[config.mk]
export PLATFORM = sky130hd
export DESIGN_NAME = iga_input_gain_ctrl
export DESIGN_NICKNAME = d
export VERILOG_FILES = /design/src/iga_pkg.sv /design/src/iga_input_gain_ctrl.sv
export SDC_FILE = /design/constraint.sdc
export NUM_CORES = 1
export LEC_CHECK = 0
export ABC_AREA = 1
export BUFFER_PORTS_ARGS = -buffer_cell sky130_fd_sc_hd__buf_2
export CAP_MARGIN = 20
export CORE_ASPECT_RATIO = 1.25
export CORE_UTILIZATION = 60
export DETAILED_ROUTE_END_ITERATION = 8
export HOLD_SLACK_MARGIN = 0.02
export PLACE_DENSITY = 0.88
export SYNTH_ARGS = -nofsm -noshare
export SYNTH_HDL_FRONTEND = slang
export SYNTH_SLANG_ARGS = --single-unit
[constraint.sdc]
create_clock -name mclk -period 6.15 [get_ports mclk]
set_input_delay 0.3075 -clock mclk [delete_from_list [all_inputs] [get_ports mclk]]
set_output_delay 0.3075 -clock mclk [all_outputs]
set_load 0.005 [all_outputs]
[src/iga_pkg.sv]
// shared constants and types for the input gain level and fade controller
package iga_pkg;
    // gain word
    localparam int GAIN_W = 7;
    localparam logic [6:0] GAIN_MUTE = 7'h00;  // mute code
    localparam logic [6:0] GAIN_RST = 7'h00;   // gain after reset
    localparam logic [6:0] REF_RST = 7'h40;    // reference gain after reset
    localparam logic [6:0] FADE_SPAN = 7'h60;  // 96 fade steps, mute to top
    // register offsets
    localparam int ADDR_W = 4;
    localparam logic [3:0] OFS_CTRL = 4'h0;
    localparam logic [3:0] OFS_GAIN = 4'h4;
    localparam logic [3:0] OFS_REF = 4'h8;
    localparam logic [3:0] OFS_STAT = 4'hc;
    // status field positions
    localparam int STAT_GAINL_LSB = 0;
    localparam int STAT_GAINR_LSB = 8;
    localparam int STAT_PEND_LSB = 16;
    localparam int STAT_STATE_LSB = 20;
    // counters, in sample periods
    localparam int CNT_W = 11;
    localparam logic [10:0] ZC_TMO_TBL [4] = '{11'h080, 11'h100, 11'h200, 11'h400};
    localparam logic [10:0] LIM_TMO_TBL [4] = '{11'h008, 11'h010, 11'h020, 11'h040};
    localparam logic [10:0] WAIT_TBL [4] = '{11'h080, 11'h100, 11'h200, 11'h400};
    localparam logic [10:0] FADE_PER_TBL [4] = '{11'h080, 11'h100, 11'h200, 11'h400};
    // control word, bit 0 is level control enable
    localparam int CTRL_W = 17;
    typedef struct packed {
        logic [1:0] fadeStepCount;
        logic [1:0] fadePeriodSelect;
        logic recoveryAttenSelect;
        logic [1:0] limiterAttenStep;
        logic [1:0] zeroCrossTimeoutSelect;
        logic [1:0] recoveryWaitSelect;
        logic [1:0] limiterTimeoutSelect;
        logic limiterZeroCrossDisable;
        logic fadeOutEnable;
        logic fadeInEnable;
        logic inputLevelControlEnable;
    } iga_ctrl_t;
    localparam logic [16:0] CTRL_RST = 17'h00000;
    // level detector flags per channel, bit 0 left, bit 1 right
    typedef struct packed {
        logic [1:0] overLimit;  // above limiter threshold
        logic [1:0] nearLimit;  // above recovery-wait reset level
        logic [1:0] zeroCross;  // one-cycle zero crossing pulse
    } iga_level_t;
    // controller modes
    typedef enum logic [3:0] {
        ST_MAN = 4'b0001,
        ST_ALC = 4'b0010,
        ST_FIN = 4'b0100,
        ST_FOUT = 4'b1000
    } iga_state_t;
endpackage : iga_pkg
[src/iga_input_gain_ctrl.sv]
// shared stereo input gain stage control: level control, zero cross, fades
//
// What this block does
// - limit from smaller gain, abandoning pending recovery
// - idle between recoveries: limit from held gain
// - gain writes ignored while level control on
// - recovery halts above reset level, resumes below
// - recovery stops at reference gain
// - short wait paced by limiter timeout
// - zero cross detected per channel when off
// - host write in manual mode restarts shared timeout counter
// - written gain applies at crossing or timeout
// - pending wait is not restarted by writes
// - fade-in rise: step up per period, zero cross
// - fade-in ends at reference or on limiting
// - fade-out wins over fade-in
// - fade time is 96 periods over step count
// - fade-out steps to mute and holds
// - limiting in fade-out keeps total duration
// - fade-out cleared: resume level control from current
// - both cleared: stop and freeze gain
// - fade uses fade period as timeout
// - either channel over threshold: attenuate both
// - recovery after wait while 2dB below threshold
`timescale 1ns/1ps
module iga_input_gain_ctrl
    import iga_pkg::*;
(
    input wire logic mclk,
    input wire logic rst,
    input wire logic fsTick,
    input wire iga_level_t level,
    input wire logic [ADDR_W-1:0] regAddr,
    input wire logic [31:0] regWdata,
    input wire logic regWr,
    input wire logic regRd,
    output logic [31:0] regRdata,
    output logic [GAIN_W-1:0] gainLeft,
    output logic [GAIN_W-1:0] gainRight
);
    ////////////////////////////////////////////////////////////////////////
    // declarations
    iga_ctrl_t ctrl_r;              // control word
    logic [6:0] hostGain_r;         // host gain value
    logic [6:0] refGain_r;          // reference gain level
    iga_state_t state_r;            // current mode
    iga_state_t state_nxt;          // next mode
    logic [6:0] target_r;           // gain waiting to be applied
    logic [6:0] gain_r [2];         // applied gain per channel
    logic pend_r [2];               // channel waiting for update
    logic recov_r;                  // pending step is a recovery
    logic [10:0] zcCnt_r;           // shared zero cross timeout counter
    logic [10:0] waitCnt_r;         // recovery wait counter
    logic [10:0] fadeCnt_r;         // fade period counter
    logic [6:0] fadeLeft_r;         // fade-out steps still to run
    logic fadeInPrev_r, fadeOutPrev_r; // fade bits, last cycle
    logic [31:0] rdata_r;           // read data
    logic [6:0] curMin;             // smaller channel gain
    logic [6:0] fadeBase;           // fades build on a pending target
    logic [2:0] limStep, recStep, fadeStep; // step sizes
    logic [10:0] zcLimit, waitLimit, fadeLimit; // timeout, wait, fade period
    logic pendAny, overAny, nearAny; // any channel pending, over, near
    logic zcDone, fadeTick, waitDone; // timeout, fade period, wait ends
    logic noZc;                     // limiter ignores zero cross
    logic fading;                   // in a fade mode
    logic limitOk;                  // limiter may step now
    logic fadeInRise, fadeOutRise;  // fade bits went 0 to 1
    logic wrCtrl, wrGain, wrRef;    // register writes
    logic manGainWr;                // gain write accepted
    logic step, stepRec;            // automatic step, a recovery
    logic [6:0] stepVal;            // new target of step
    logic freeze;                   // drop pending updates
    logic [6:0] limVal, recVal, finVal, foutVal; // step targets
    logic apply [2];                // channel takes target
    ////////////////////////////////////////////////////////////////////////
    // helpers
    // add with ceiling
    function automatic logic [6:0] addClamp(input logic [6:0] a,
                                            input logic [2:0] b,
                                            input logic [6:0] lim);
        logic [7:0] s;
        s = {1'b0, a} + {5'h00, b};
        if (s > {1'b0, lim}) begin
            return lim;
        end
        return s[6:0];
    endfunction : addClamp

    // subtract with floor at mute
    function automatic logic [6:0] subFloor(input logic [6:0] a,
                                            input logic [2:0] b);
        if (a > {4'h0, b}) begin
            return a - {4'h0, b};
        end
        return GAIN_MUTE;
    endfunction : subFloor

    ////////////////////////////////////////////////////////////////////////
    // register decode

    assign wrCtrl = regWr && (regAddr == OFS_CTRL);
    assign wrGain = regWr && (regAddr == OFS_GAIN);
    assign wrRef = regWr && (regAddr == OFS_REF);
    // gain writes dropped while level control owns the gain
    assign manGainWr = wrGain && !ctrl_r.inputLevelControlEnable;

    // control word
    always_ff @(posedge mclk or posedge rst) begin
        if (rst) begin
            ctrl_r <= CTRL_RST;
        end else if (wrCtrl) begin
            ctrl_r <= regWdata[CTRL_W-1:0];
        end
    end

    // host gain and reference level
    always_ff @(posedge mclk or posedge rst) begin
        if (rst) begin
            hostGain_r <= GAIN_RST;
            refGain_r <= REF_RST;
        end else begin
            if (manGainWr) begin
                hostGain_r <= regWdata[6:0];
            end
            if (wrRef) begin
                refGain_r <= regWdata[6:0];
            end
        end
    end

    // read data, valid the cycle after the strobe only
    always_ff @(posedge mclk or posedge rst) begin
        if (rst) begin
            rdata_r <= 32'h00000000;
        end else begin
            rdata_r <= 32'h00000000; // zero outside the read slot
            if (regRd) begin
            unique case (regAddr)
                OFS_CTRL: rdata_r[CTRL_W-1:0] <= ctrl_r;
                OFS_GAIN: rdata_r[6:0] <= hostGain_r;
                OFS_REF: rdata_r[6:0] <= refGain_r;
                OFS_STAT: begin
                    rdata_r[STAT_GAINL_LSB +: 7] <= gain_r[0];
                    rdata_r[STAT_GAINR_LSB +: 7] <= gain_r[1];
                    rdata_r[STAT_PEND_LSB] <= pend_r[0];
                    rdata_r[STAT_PEND_LSB+1] <= pend_r[1];
                    rdata_r[STAT_STATE_LSB +: 4] <= state_r;
                end
                default: rdata_r <= 32'h00000000; // unmapped reads zero
            endcase
            end
        end
    end
    assign regRdata = rdata_r;

    ////////////////////////////////////////////////////////////////////////
    // derived values

    assign curMin = (gain_r[0] < gain_r[1]) ? gain_r[0] : gain_r[1];
    assign pendAny = pend_r[0] || pend_r[1];
    assign overAny = |level.overLimit;
    assign nearAny = |level.nearLimit;
    assign limStep = {1'b0, ctrl_r.limiterAttenStep} + 3'h1;
    assign recStep = ctrl_r.recoveryAttenSelect ? 3'h2 : 3'h1;
    assign fadeStep = {1'b0, ctrl_r.fadeStepCount} + 3'h1;
    assign fading = (state_r == ST_FIN) || (state_r == ST_FOUT);
    assign waitLimit = WAIT_TBL[ctrl_r.recoveryWaitSelect];
    assign fadeLimit = FADE_PER_TBL[ctrl_r.fadePeriodSelect];
    // limiter step without zero cross
    assign noZc = ctrl_r.limiterZeroCrossDisable && (state_r == ST_ALC) && !recov_r;

    // choose timeout: fade period during fades
    always_comb begin
        if (fading) begin
            zcLimit = fadeLimit;
        end else if (noZc) begin
            zcLimit = LIM_TMO_TBL[ctrl_r.limiterTimeoutSelect];
        end else begin
            zcLimit = ZC_TMO_TBL[ctrl_r.zeroCrossTimeoutSelect];
        end
    end

    assign zcDone = pendAny && fsTick && (zcCnt_r >= zcLimit - 11'h001);
    assign fadeTick = fading && fsTick && (fadeCnt_r >= fadeLimit - 11'h001);
    assign waitDone = waitCnt_r >= waitLimit - 11'h001;
    // limiter may cut into a pending recovery, not a pending cut
    assign limitOk = overAny && (!pendAny || recov_r);
    assign fadeInRise = ctrl_r.fadeInEnable && !fadeInPrev_r;
    assign fadeOutRise = ctrl_r.fadeOutEnable && !fadeOutPrev_r;
    // step targets; a fade step due as the last one lands must not be lost
    assign fadeBase = pendAny ? target_r : curMin;
    assign limVal = subFloor(curMin, limStep);
    assign recVal = addClamp(curMin, recStep, refGain_r);
    assign finVal = addClamp(fadeBase, fadeStep, refGain_r);
    assign foutVal = (fadeLeft_r <= {4'h0, fadeStep}) ? GAIN_MUTE
                   : subFloor((fadeBase < curMin) ? fadeBase : curMin, fadeStep);

    ////////////////////////////////////////////////////////////////////////
    // mode decisions

    always_comb begin
        state_nxt = state_r;
        step = 1'b0;
        stepRec = 1'b0;
        stepVal = target_r;
        freeze = 1'b0;
        unique case (state_r)
            // host drives the gain
            ST_MAN: begin
                if (ctrl_r.inputLevelControlEnable) begin
                    if (ctrl_r.fadeOutEnable) begin
                        state_nxt = ST_FOUT;
                    end else if (fadeInRise) begin
                        state_nxt = ST_FIN;
                    end else begin
                        state_nxt = ST_ALC;
                    end
                end
            end
            // limiter and recovery
            ST_ALC: begin
                if (!ctrl_r.inputLevelControlEnable) begin
                    state_nxt = ST_MAN;
                    freeze = 1'b1;
                end else if (fadeOutRise) begin
                    state_nxt = ST_FOUT;
                end else if (fadeInRise && !ctrl_r.fadeOutEnable) begin
                    state_nxt = ST_FIN;
                end else if (limitOk) begin
                    step = 1'b1;
                    stepVal = limVal;
                end else if (waitDone && !pendAny && !nearAny
                             && (curMin < refGain_r)) begin
                    step = 1'b1;
                    stepRec = 1'b1;
                    stepVal = recVal;
                end
            end
            // ramp up toward the reference
            ST_FIN: begin
                if (!ctrl_r.inputLevelControlEnable) begin
                    state_nxt = ST_MAN;
                    freeze = 1'b1;
                end else if (ctrl_r.fadeOutEnable) begin
                    state_nxt = ST_FOUT;
                end else if (limitOk) begin
                    step = 1'b1;
                    stepVal = limVal;
                    state_nxt = ST_ALC;
                end else if (curMin >= refGain_r) begin
                    state_nxt = ST_ALC;
                end else if (fadeTick && (!pendAny || zcDone)) begin
                    step = 1'b1;
                    stepRec = 1'b1;
                    stepVal = finVal;
                end
            end
            // ramp down to mute and hold
            ST_FOUT: begin
                if (!ctrl_r.fadeOutEnable && !ctrl_r.inputLevelControlEnable) begin
                    state_nxt = ST_MAN;
                    freeze = 1'b1;
                end else if (!ctrl_r.fadeOutEnable) begin
                    state_nxt = ST_ALC;
                end else if (limitOk) begin
                    step = 1'b1;
                    stepVal = limVal;
                end else if (fadeTick && curMin != GAIN_MUTE) begin
                    step = 1'b1;
                    stepRec = 1'b1;
                    stepVal = foutVal;
                end
            end
            default: begin
                state_nxt = ST_MAN; // illegal code
                freeze = 1'b1;
            end
        endcase
    end

    // mode register and enable history
    always_ff @(posedge mclk or posedge rst) begin
        if (rst) begin
            state_r <= ST_MAN;
            fadeInPrev_r <= 1'b0;
            fadeOutPrev_r <= 1'b0;
        end else begin
            state_r <= state_nxt;
            fadeInPrev_r <= ctrl_r.fadeInEnable;
            fadeOutPrev_r <= ctrl_r.fadeOutEnable;
        end
    end

    ////////////////////////////////////////////////////////////////////////
    // fade timing

    // fade period counter, restarts on entering a fade
    always_ff @(posedge mclk or posedge rst) begin
        if (rst) begin
            fadeCnt_r <= 11'h000;
        end else if (!fading || state_nxt != state_r || fadeTick) begin
            fadeCnt_r <= 11'h000;
        end else if (fsTick) begin
            fadeCnt_r <= fadeCnt_r + 11'h001;
        end
    end

    // fade-out budget, counted per period so limiting does not stretch it
    always_ff @(posedge mclk or posedge rst) begin
        if (rst) begin
            fadeLeft_r <= FADE_SPAN;
        end else if (state_r != ST_FOUT) begin
            fadeLeft_r <= FADE_SPAN;
        end else if (fadeTick) begin
            fadeLeft_r <= subFloor(fadeLeft_r, fadeStep);
        end
    end

    ////////////////////////////////////////////////////////////////////////
    // recovery wait

    // restarts on each step and while input is near the threshold
    always_ff @(posedge mclk or posedge rst) begin
        if (rst) begin
            waitCnt_r <= 11'h000;
        end else if (nearAny || overAny || step) begin
            waitCnt_r <= 11'h000;
        end else if (fsTick && !waitDone) begin
            waitCnt_r <= waitCnt_r + 11'h001;
        end
    end

    ////////////////////////////////////////////////////////////////////////
    // target and shared timeout

    // target gain and step kind
    always_ff @(posedge mclk or posedge rst) begin
        if (rst) begin
            target_r <= GAIN_RST;
            recov_r <= 1'b0;
        end else if (freeze) begin
            target_r <= curMin;
            recov_r <= 1'b0;
        end else if (step) begin
            target_r <= stepVal;
            recov_r <= stepRec;
        end else if (state_r == ST_MAN && manGainWr) begin
            target_r <= regWdata[6:0];
            recov_r <= 1'b0;
        end
    end

    // shared counter: a write restarts it only when nothing waits
    always_ff @(posedge mclk or posedge rst) begin
        if (rst) begin
            zcCnt_r <= 11'h000;
        end else if (step || zcDone) begin
            zcCnt_r <= 11'h000;
        end else if (state_r == ST_MAN && regWr && !pendAny) begin
            zcCnt_r <= 11'h000;
        end else if (pendAny && fsTick) begin
            zcCnt_r <= zcCnt_r + 11'h001;
        end
    end

    ////////////////////////////////////////////////////////////////////////
    // per channel update

    generate
        for (genvar ch = 0; ch < 2; ch++) begin : gChan
            // crossing on own channel, or the shared timeout
            assign apply[ch] = pend_r[ch]
                && ((level.zeroCross[ch] && !noZc) || zcDone);
            // applied gain and pending flag
            always_ff @(posedge mclk or posedge rst) begin
                if (rst) begin
                    gain_r[ch] <= GAIN_RST;
                    pend_r[ch] <= 1'b0;
                end else if (freeze) begin
                    pend_r[ch] <= 1'b0;
                end else if (step) begin
                    pend_r[ch] <= 1'b1;
                    if (apply[ch]) begin
                        gain_r[ch] <= target_r;
                    end
                end else if (state_r == ST_MAN && manGainWr && !pendAny) begin
                    pend_r[ch] <= 1'b1;
                end else if (apply[ch]) begin
                    gain_r[ch] <= target_r;
                    pend_r[ch] <= 1'b0;
                end
            end
        end
    endgenerate

    assign gainLeft = gain_r[0];
    assign gainRight = gain_r[1];

endmodule : iga_input_gain_ctrl

==> results of run 1 <==
area by class of cell:
cell class	count	area (µm²)	area share, %
multi-input cells	841	4770	48.8
flip-flops and latches	123	3080	31.5
inverters	186	701	7.16
clock buffers	22	474	4.85
repair buffers	78	420	4.30
well taps	175	219	2.24
clock inverters	10	115	1.18
worst paths after layout:
| check | from | endpoint | cells after the start |
|---|---|---|---|
| worst max-delay path | gainRight[6]$_DFFE_PP0P_ | target_r[3]$_DFFE_PP0P_ | 31 |
| worst min-delay path | regWdata[16] | ctrl_r[16]$_DFFE_PP0P_ | 2 |
| worst max register to register | gainRight[6]$_DFFE_PP0P_ | target_r[3]$_DFFE_PP0P_ | 31 |
| worst min register to register | ctrl_r[1]$_DFFE_PP0P_ | fadeInPrev_r$_DFF_PP0_ | 0 |
| max in group asynchronous | rst | fadeOutPrev_r$_DFF_PP0_ | 4 |
| min in group asynchronous | rst | waitCnt_r[4]$_DFFE_PP0P_ | 3 |
registers in the layout, summed over array words and instances, names as in the netlist:
| register | flops |
|---|---|
| gainLeft | 7 |
| fadeOutPrev_r | 1 |
| fadeCnt_r | 11 |
| refGain_r | 7 |
| target_r | 7 |
| pend_r | 2 |
| zcCnt_r | 11 |
| regRdata | 22 |
| gainRight | 7 |
| waitCnt_r | 11 |
| fadeInPrev_r | 1 |
| fadeLeft_r | 7 |
| state_r | 4 |
| ctrl_r | 17 |
| recov_r | 1 |
| hostGain_r | 7 |
cell usage after synthesis (4+ instances only):
| master | count | area [µm²] |
|---|---|---|
| a211oi_1 | 4 | 30.0 |
| xnor2_1 | 6 | 52.6 |
| nor3_1 | 40 | 200 |
| o21ai_2 | 6 | 52.6 |
| a21o_1 | 4 | 30.0 |
| a21oi_1 | 68 | 340 |
| nand2_4 | 4 | 45.0 |
| dfstp_2 | 4 | 105 |
| buf_4 | 10 | 75.1 |
| dfrtp_1 | 119 | 2980 |
| nor4_1 | 7 | 43.8 |
| ha_1 | 67 | 838 |
| o22ai_1 | 20 | 125 |
| inv_1 | 176 | 661 |
| nor2_2 | 4 | 25.0 |
| o21ai_0 | 71 | 355 |
| nand2_1 | 234 | 878 |
| xor2_1 | 27 | 236 |
| nand2_2 | 5 | 31.3 |
| nor2_1 | 129 | 484 |
| nand4_1 | 15 | 93.8 |
| a31oi_1 | 6 | 37.5 |
| nand3_1 | 60 | 300 |
| inv_2 | 10 | 37.5 |
| fa_1 | 5 | 100 |
| o21ai_1 | 5 | 25.0 |
| a221oi_1 | 7 | 61.3 |
| clkbuf_1 | 18 | 67.6 |
cells by family after synthesis:
kind of cell / after synthesis / share of synthesized area (%)
other: 2 / 0.0864
adders and majority gates: 72 / 10.8
muxes: 2 / 0.259
AOI/OAI and AO/OA: 216 / 14.7
and+or+nand+nor: 507 / 25.3
DFF: 123 / 35.5
buffers and inverters: 218 / 10.0
xor gates and xnor gates: 33 / 3.33
what timing repair did:
item,4_1_cts,5_1_grt
resized for setup,0,0
hold buffers,1,0
hold endpoints to repair,51,0
metal layers:
metal / up-vias / global-route usage, %
met5: - / 1.43
met2: 476 / 61.4
li1: 3988 / -
met3: 132 / 9.24
met1: 4035 / 40.7
met4: 0 / 22.4
power breakdown:
group	leakage [nW]	internal, mW	switching, mW
clock	0.283	0.628	0.380
combinational	3.12	1.23	2.51
sequential	1.62	0.936	0.127
total	5.02	2.80	3.01
cell usage in the layout (no fill, tap or decap), types with 5 or more instances in the layout:
cell and instances:
a31oi_1 6, fa_1 5, ha_1 67, o22ai_1 20, dfrtp_1 119, nand2_2 5
inv_1 175, nor2_1 129, o21ai_0 71, xor2_1 27, xnor2_1 6, a21oi_1 68
nor3_1 40, o21ai_1 5, nor4_1 7, nand3_1 60, clkbuf_16 17, a221oi_1 7
nand4_1 15, buf_2 67, buf_4 10, o21ai_2 6, inv_2 10, nand2_1 234
conb_1 11
through the flow:
stage	power [mW]	utilization, %	instance area (µm²)	worst slack (ns)
floorplan	3.78	-	8720	1.76
detailed placement	4.65	65.6	9170	0.742
global placement	4.53	65.6	9170	0.871
finish	5.81	69.9	9780	0.513
CTS	5.71	69.8	9770	0.633
global route	6.28	69.9	9780	0.0259
==> flow_metrics.py, run 1 <==
metrics = {
    "clock_tree": {
        "cts_made_buffers": 17,
        "clk_path_buf_depth": 2,
        "cts_tree": "yes",
        "post_cts_buffers": 0,
        "clk_pin_slew_ns": 0.06,
        "cts_htree_levels": 4,
        "cts-root-buf": "clkbuf_16",
        "clk_latency_ns": 0.43,
        "clock_sinks": 123,
    },
    "timing": {
        "final_max_slew_viol_count": 0,
        "max_freq_mhz": 177,
        "slew-limit-headroom_pct": 30.5,
        "rsz0062_at_grt": "no",
        "setup_violations": 0,
        "min_period_ns": 5.64,
        "whs_ns": 0.126,
        "hold_viol_final": 0,
        "tns_ns": 0,
        "fin_skew_ns": 0.0142,
        "worst_slew_pin_slew_ns": 1.04,
        "finalCritPeriodShare_pct": 91.7,
    },
    "yosys": {
        "async_flop_share_pct": 100,
        "avgSynthCellArea_um2": 7.41,
        "syn-cell-area_um2": 8690,
        "synth-seq-cells": 123,
        "synth_cells": 1173,
        "ys.flop_type": "dfrtp_1",
        "synthDistinctLibCells": 50,
        "ys_warn_count": 0,
        "synth-seq-area-share_pct": 35.5,
        "synth-edff-count": 0,
    },
    "power": {
        "p_per_area_nw_per_um2": 594,
        "p_leak_nw": 5.02,
        "irDropWorstVdd_mv": 0.849,
    },
    "cells_and_area": {
        "area_growth_pct": 12.5,
        "fillCellCount": 1112,
        "diodes": 0,
        "stdcell_count": 1435,
        "drive_gt1_share_pct": 12.1,
        "nets": 1366,
    },
    "min_path": {
        "hold_class": "primary input to register",
    },
    "floorplanning": {
        "initial_core_util_pct": 62.1,
        "die_w_um": 110,
        "io_pins": 93,
        "coreArea_um2": 14000,
        "die_y_um": 137,
        "std_cell_rows": 48,
        "die-area_um2": 15000,
    },
    "critical_path": {
        "cp.arrival_ns": 5.95,
        "crit_family": "compound AO/OA/AOI/OAI gates",
        "worst_path_largest_cell_delay_ns": 0.46,
        "cp.required_ns": 6.46,
        "crit_top_cell": "nand2_1",
        "setup.worst_path.end_class": "register",
        "r2r_slack_ns": 0.51,
        "startpoint_type": "register",
        "crit_type": "register to register",
        "cp_slowest_cell": "a211oi_1",
        "crit_fanout": 15,
        "cp_num_buf_inv": 3,
    },
    "detailed_routing": {
        "dr_total_vias": 8631,
        "drt_iter0_markers": 1009,
        "wl_met3_um": 2160,
        "highest_layer": "met4",
        "dr.pass1.iters": 6,
        "wl_met2_um": 12700,
        "ant_nets": 0,
        "drt_drc_violations_left": 0,
        "drt-met1-wl_um": 9440,
        "avgViaCountPerCell": 6.01,
        "wirelength_um": 25700,
        "wl_per_cell_um": 17.9,
    },
    "flow_run": {
        "cap_violations": 0,
    },
    "grt": {
        "antenna_found_initial": 0,
        "grt_pass1_wl_um": 40900,
        "track_usage_pct": 36.4,
        "grt_max_degree": 73,
        "grt_pass1_vias": 8315,
        "overflow": 0,
    },
    "outcome": {
        "status": "finished, final reports clean",
    },
    "place": {
        "dp_hpwl_um": 18500,
        "routabilityCongestion": 0.983,
        "io_buffers": 67,
        "placed_cells": 1401,
    },
}
Note: power is estimated with default switching activity, not from simulation.
==> run 2: changes to the inputs <==
--- a/config.mk
+++ b/config.mk
@@ -6,13 +6,13 @@
 export NUM_CORES = 1
 export LEC_CHECK = 0
 export ABC_AREA = 1
-export BUFFER_PORTS_ARGS = -buffer_cell sky130_fd_sc_hd__buf_2
 export CAP_MARGIN = 20
 export CORE_ASPECT_RATIO = 1.25
 export CORE_UTILIZATION = 60
 export DETAILED_ROUTE_END_ITERATION = 8
+export DONT_BUFFER_PORTS = 1
 export HOLD_SLACK_MARGIN = 0.02
-export PLACE_DENSITY = 0.88
+export PLACE_DENSITY = 0.83
 export SYNTH_ARGS = -nofsm -noshare
 export SYNTH_HDL_FRONTEND = slang
 export SYNTH_SLANG_ARGS = --single-unit
==> run 2 against run 1 <==
Net effect:
- clock power up 6%
- flip-flop and latch count did not move
- first-iteration DRC count shrank 17%
- non-clock buffer count fell by 67
- core utilization decreased by 2.1 points
- critical path type unchanged
==> flow_metrics.py, run 2 (synthesized netlist as in run 1, its figures left out) <==
metrics = {
    "cells_and_area": {
        "multi_input_area_um2": 4770,
        "mostFrequentLayoutCell": "nand2_1",
        "largest_reg_flops": 22,
        "area_growth_pct": 9.17,
        "nets": 1299,
        "layout_common_cells": "234 x nand2_1, 175 x inv_1, 129 x nor2_1",
        "regArea_um2": 3080,
        "drive_gt1_share_pct": 7.04,
        "fillCellCount": 1163,
    },
    "critical_path": {
        "crit_top_cell": "nand2_1",
        "crit_type": "register to register",
        "crit_family": "compound AO/OA/AOI/OAI gates",
        "reg2reg_from": "gainRight[6]$_DFFE_PP0P_",
        "cp_slowest_cell": "dfrtp_1",
        "startpoint": "gainRight[6]$_DFFE_PP0P_",
        "worst_path_largest_cell_delay_ns": 0.47,
        "cp.arrival_ns": 5.74,
        "cp_num_buf_inv": 2,
        "setup.worst_path.end_class": "register",
        "startpoint_type": "register",
        "r2r_slack_ns": 0.73,
        "cp.required_ns": 6.46,
        "crit_fanout": 15,
    },
    "outcome": {
        "status": "finished, final reports clean",
    },
    "timing": {
        "slew-limit-headroom_pct": 23.5,
        "final_max_slew_viol_count": 0,
        "fin_skew_ns": 0.00986,
        "setup_violations": 0,
        "worst_slew_pin_slew_ns": 1.14,
        "tns_ns": 0,
        "rsz0062_at_grt": "no",
        "whs_ns": 0.0380,
        "min_period_ns": 5.42,
        "hold_viol_final": 0,
        "fin_ws_ns": 0.726,
        "finalCritPeriodShare_pct": 88.2,
        "max_freq_mhz": 184,
    },
    "grt": {
        "antenna_found_initial": 1,
        "grt_max_degree": 73,
        "overflow": 0,
        "grt_pass1_vias": 7643,
        "grt_pass1_wl_um": 37800,
        "track_usage_pct": 33.9,
    },
    "flow_run": {
        "cap_violations": 0,
    },
    "detailed_routing": {
        "wirelength_um": 24000,
        "wl_per_cell_um": 17.5,
        "dr.pass1.iters": 6,
        "drt_iter0_markers": 833,
        "avgViaCountPerCell": 5.90,
        "drt_drc_violations_left": 0,
        "dr_total_vias": 8071,
        "ant_nets": 0,
    },
    "power": {
        "pwr-share-seq_pct": 18.6,
        "switching_power_mw": 2.91,
        "swShare_pct": 50.6,
        "power_frac_comb_pct": 62.7,
        "p_clk_share_pct": 18.7,
        "intPower_mw": 2.84,
        "p_leak_nw": 4.72,
        "irDropWorstVdd_mv": 0.728,
        "p_per_area_nw_per_um2": 606,
    },
    "floorplanning": {
        "io_pins": 93,
        "coreArea_um2": 14000,
        "die_y_um": 137,
        "die-area_um2": 15000,
        "die_w_um": 110,
        "std_cell_rows": 48,
        "initial_core_util_pct": 62.1,
    },
    "place": {
        "dp_hpwl_um": 17900,
        "routabilityCongestion": 0.958,
        "dp_slack_ns": 0.821,
        "io_buffers": 0,
    },
    "clock_tree": {
        "cts_made_buffers": 17,
        "clk_path_buf_depth": 2,
        "cts_htree_levels": 4,
        "cts_tree": "yes",
        "clock_sinks": 123,
        "clk_latency_ns": 0.43,
        "clk_pin_slew_ns": 0.06,
        "post_cts_buffers": 0,
        "cts-root-buf": "clkbuf_16",
    },
    "min_path": {
        "hp-start": "regWdata[15]",
        "hold_class": "primary input to register",
    },
}
-- run 2: changes by cell type in the layout (fill, tap and decap cells not counted), sizes merged --
cell / delta
buf: -68
bufinv: +2
clkbuf: -1
clkinv: -1
diode: +1
dlygate4sd3: +1
-- run 2: power by group through the flow --
stage               clock (mW)  sequential, mW  combinational, mW
floorplan                    0            1.03               2.75
global placement             0            1.07               3.43
detailed placement           0            1.08               3.52
CTS                       1.08            1.06               3.55
global route              1.11            1.08               4.07
finish                    1.07            1.07               3.61
-- run 2: final timing paths --
check / end / depth (start not counted)
setup / recovery: target_r[3]$_DFFE_PP0P_ / 30
max in group asynchronous: gainLeft[0]$_DFFE_PP0P_ / 3
min in group asynchronous: regRdata[7]$_DFF_PP0_ / 2
setup reg to reg: target_r[3]$_DFFE_PP0P_ / 30
hold / removal: ctrl_r[15]$_DFFE_PP0P_ / 2
hold reg to reg: fadeInPrev_r$_DFF_PP0_ / 0
-- run 2: stage by stage --
stage               instances  util (%)  instance area, µm²  power [mW]
CTS                      1368      67.8                9490        5.70
detailed placement       1334      63.2                8840        4.60
global placement         1334      63.2                8840        4.50
floorplan                1182         -                8720        3.78
finish                   1369      67.8                9490        5.75
global route             1368      67.8                9490        6.26
-- run 2: final cells by class --
type	instances	area share [%]
antenna	1	0.0264
inverter	186	7.38
multi-input combinational	841	50.3
clock inverter	11	1.75
sequential	123	32.5
clock buffer	21	4.85
tap	175	2.31
timing repair buffer	11	0.923
-- run 2: worst reg2reg max path, delay by kind of cell, from the launching register on --
kind / cells / cell delay [ns]
and+or+nand+nor: 15 / 1.58
AOI/OAI and AO/OA: 10 / 2.04
buffers and inverters: 2 / 0.25
adders and majority gates: 3 / 0.95
DFF: 1 / 0.47
-- run 2: routing by layer --
metal	routed length [µm]	up-vias	GRT usage, %	part of all wire (%)
li1	-	3856	-	-
met1	9110	3713	39.4	38
met2	11400	395	55.0	48
met3	2100	107	9.48	8.8
met4	1370	0	21.0	5.7
met5	0	-	0	0
-- run 2: timing repair --
item,CTS,global route
setup endpoints to repair,0,0
hold buffers,2,0
hold endpoints to repair,51,0
gates resized for setup,0,0
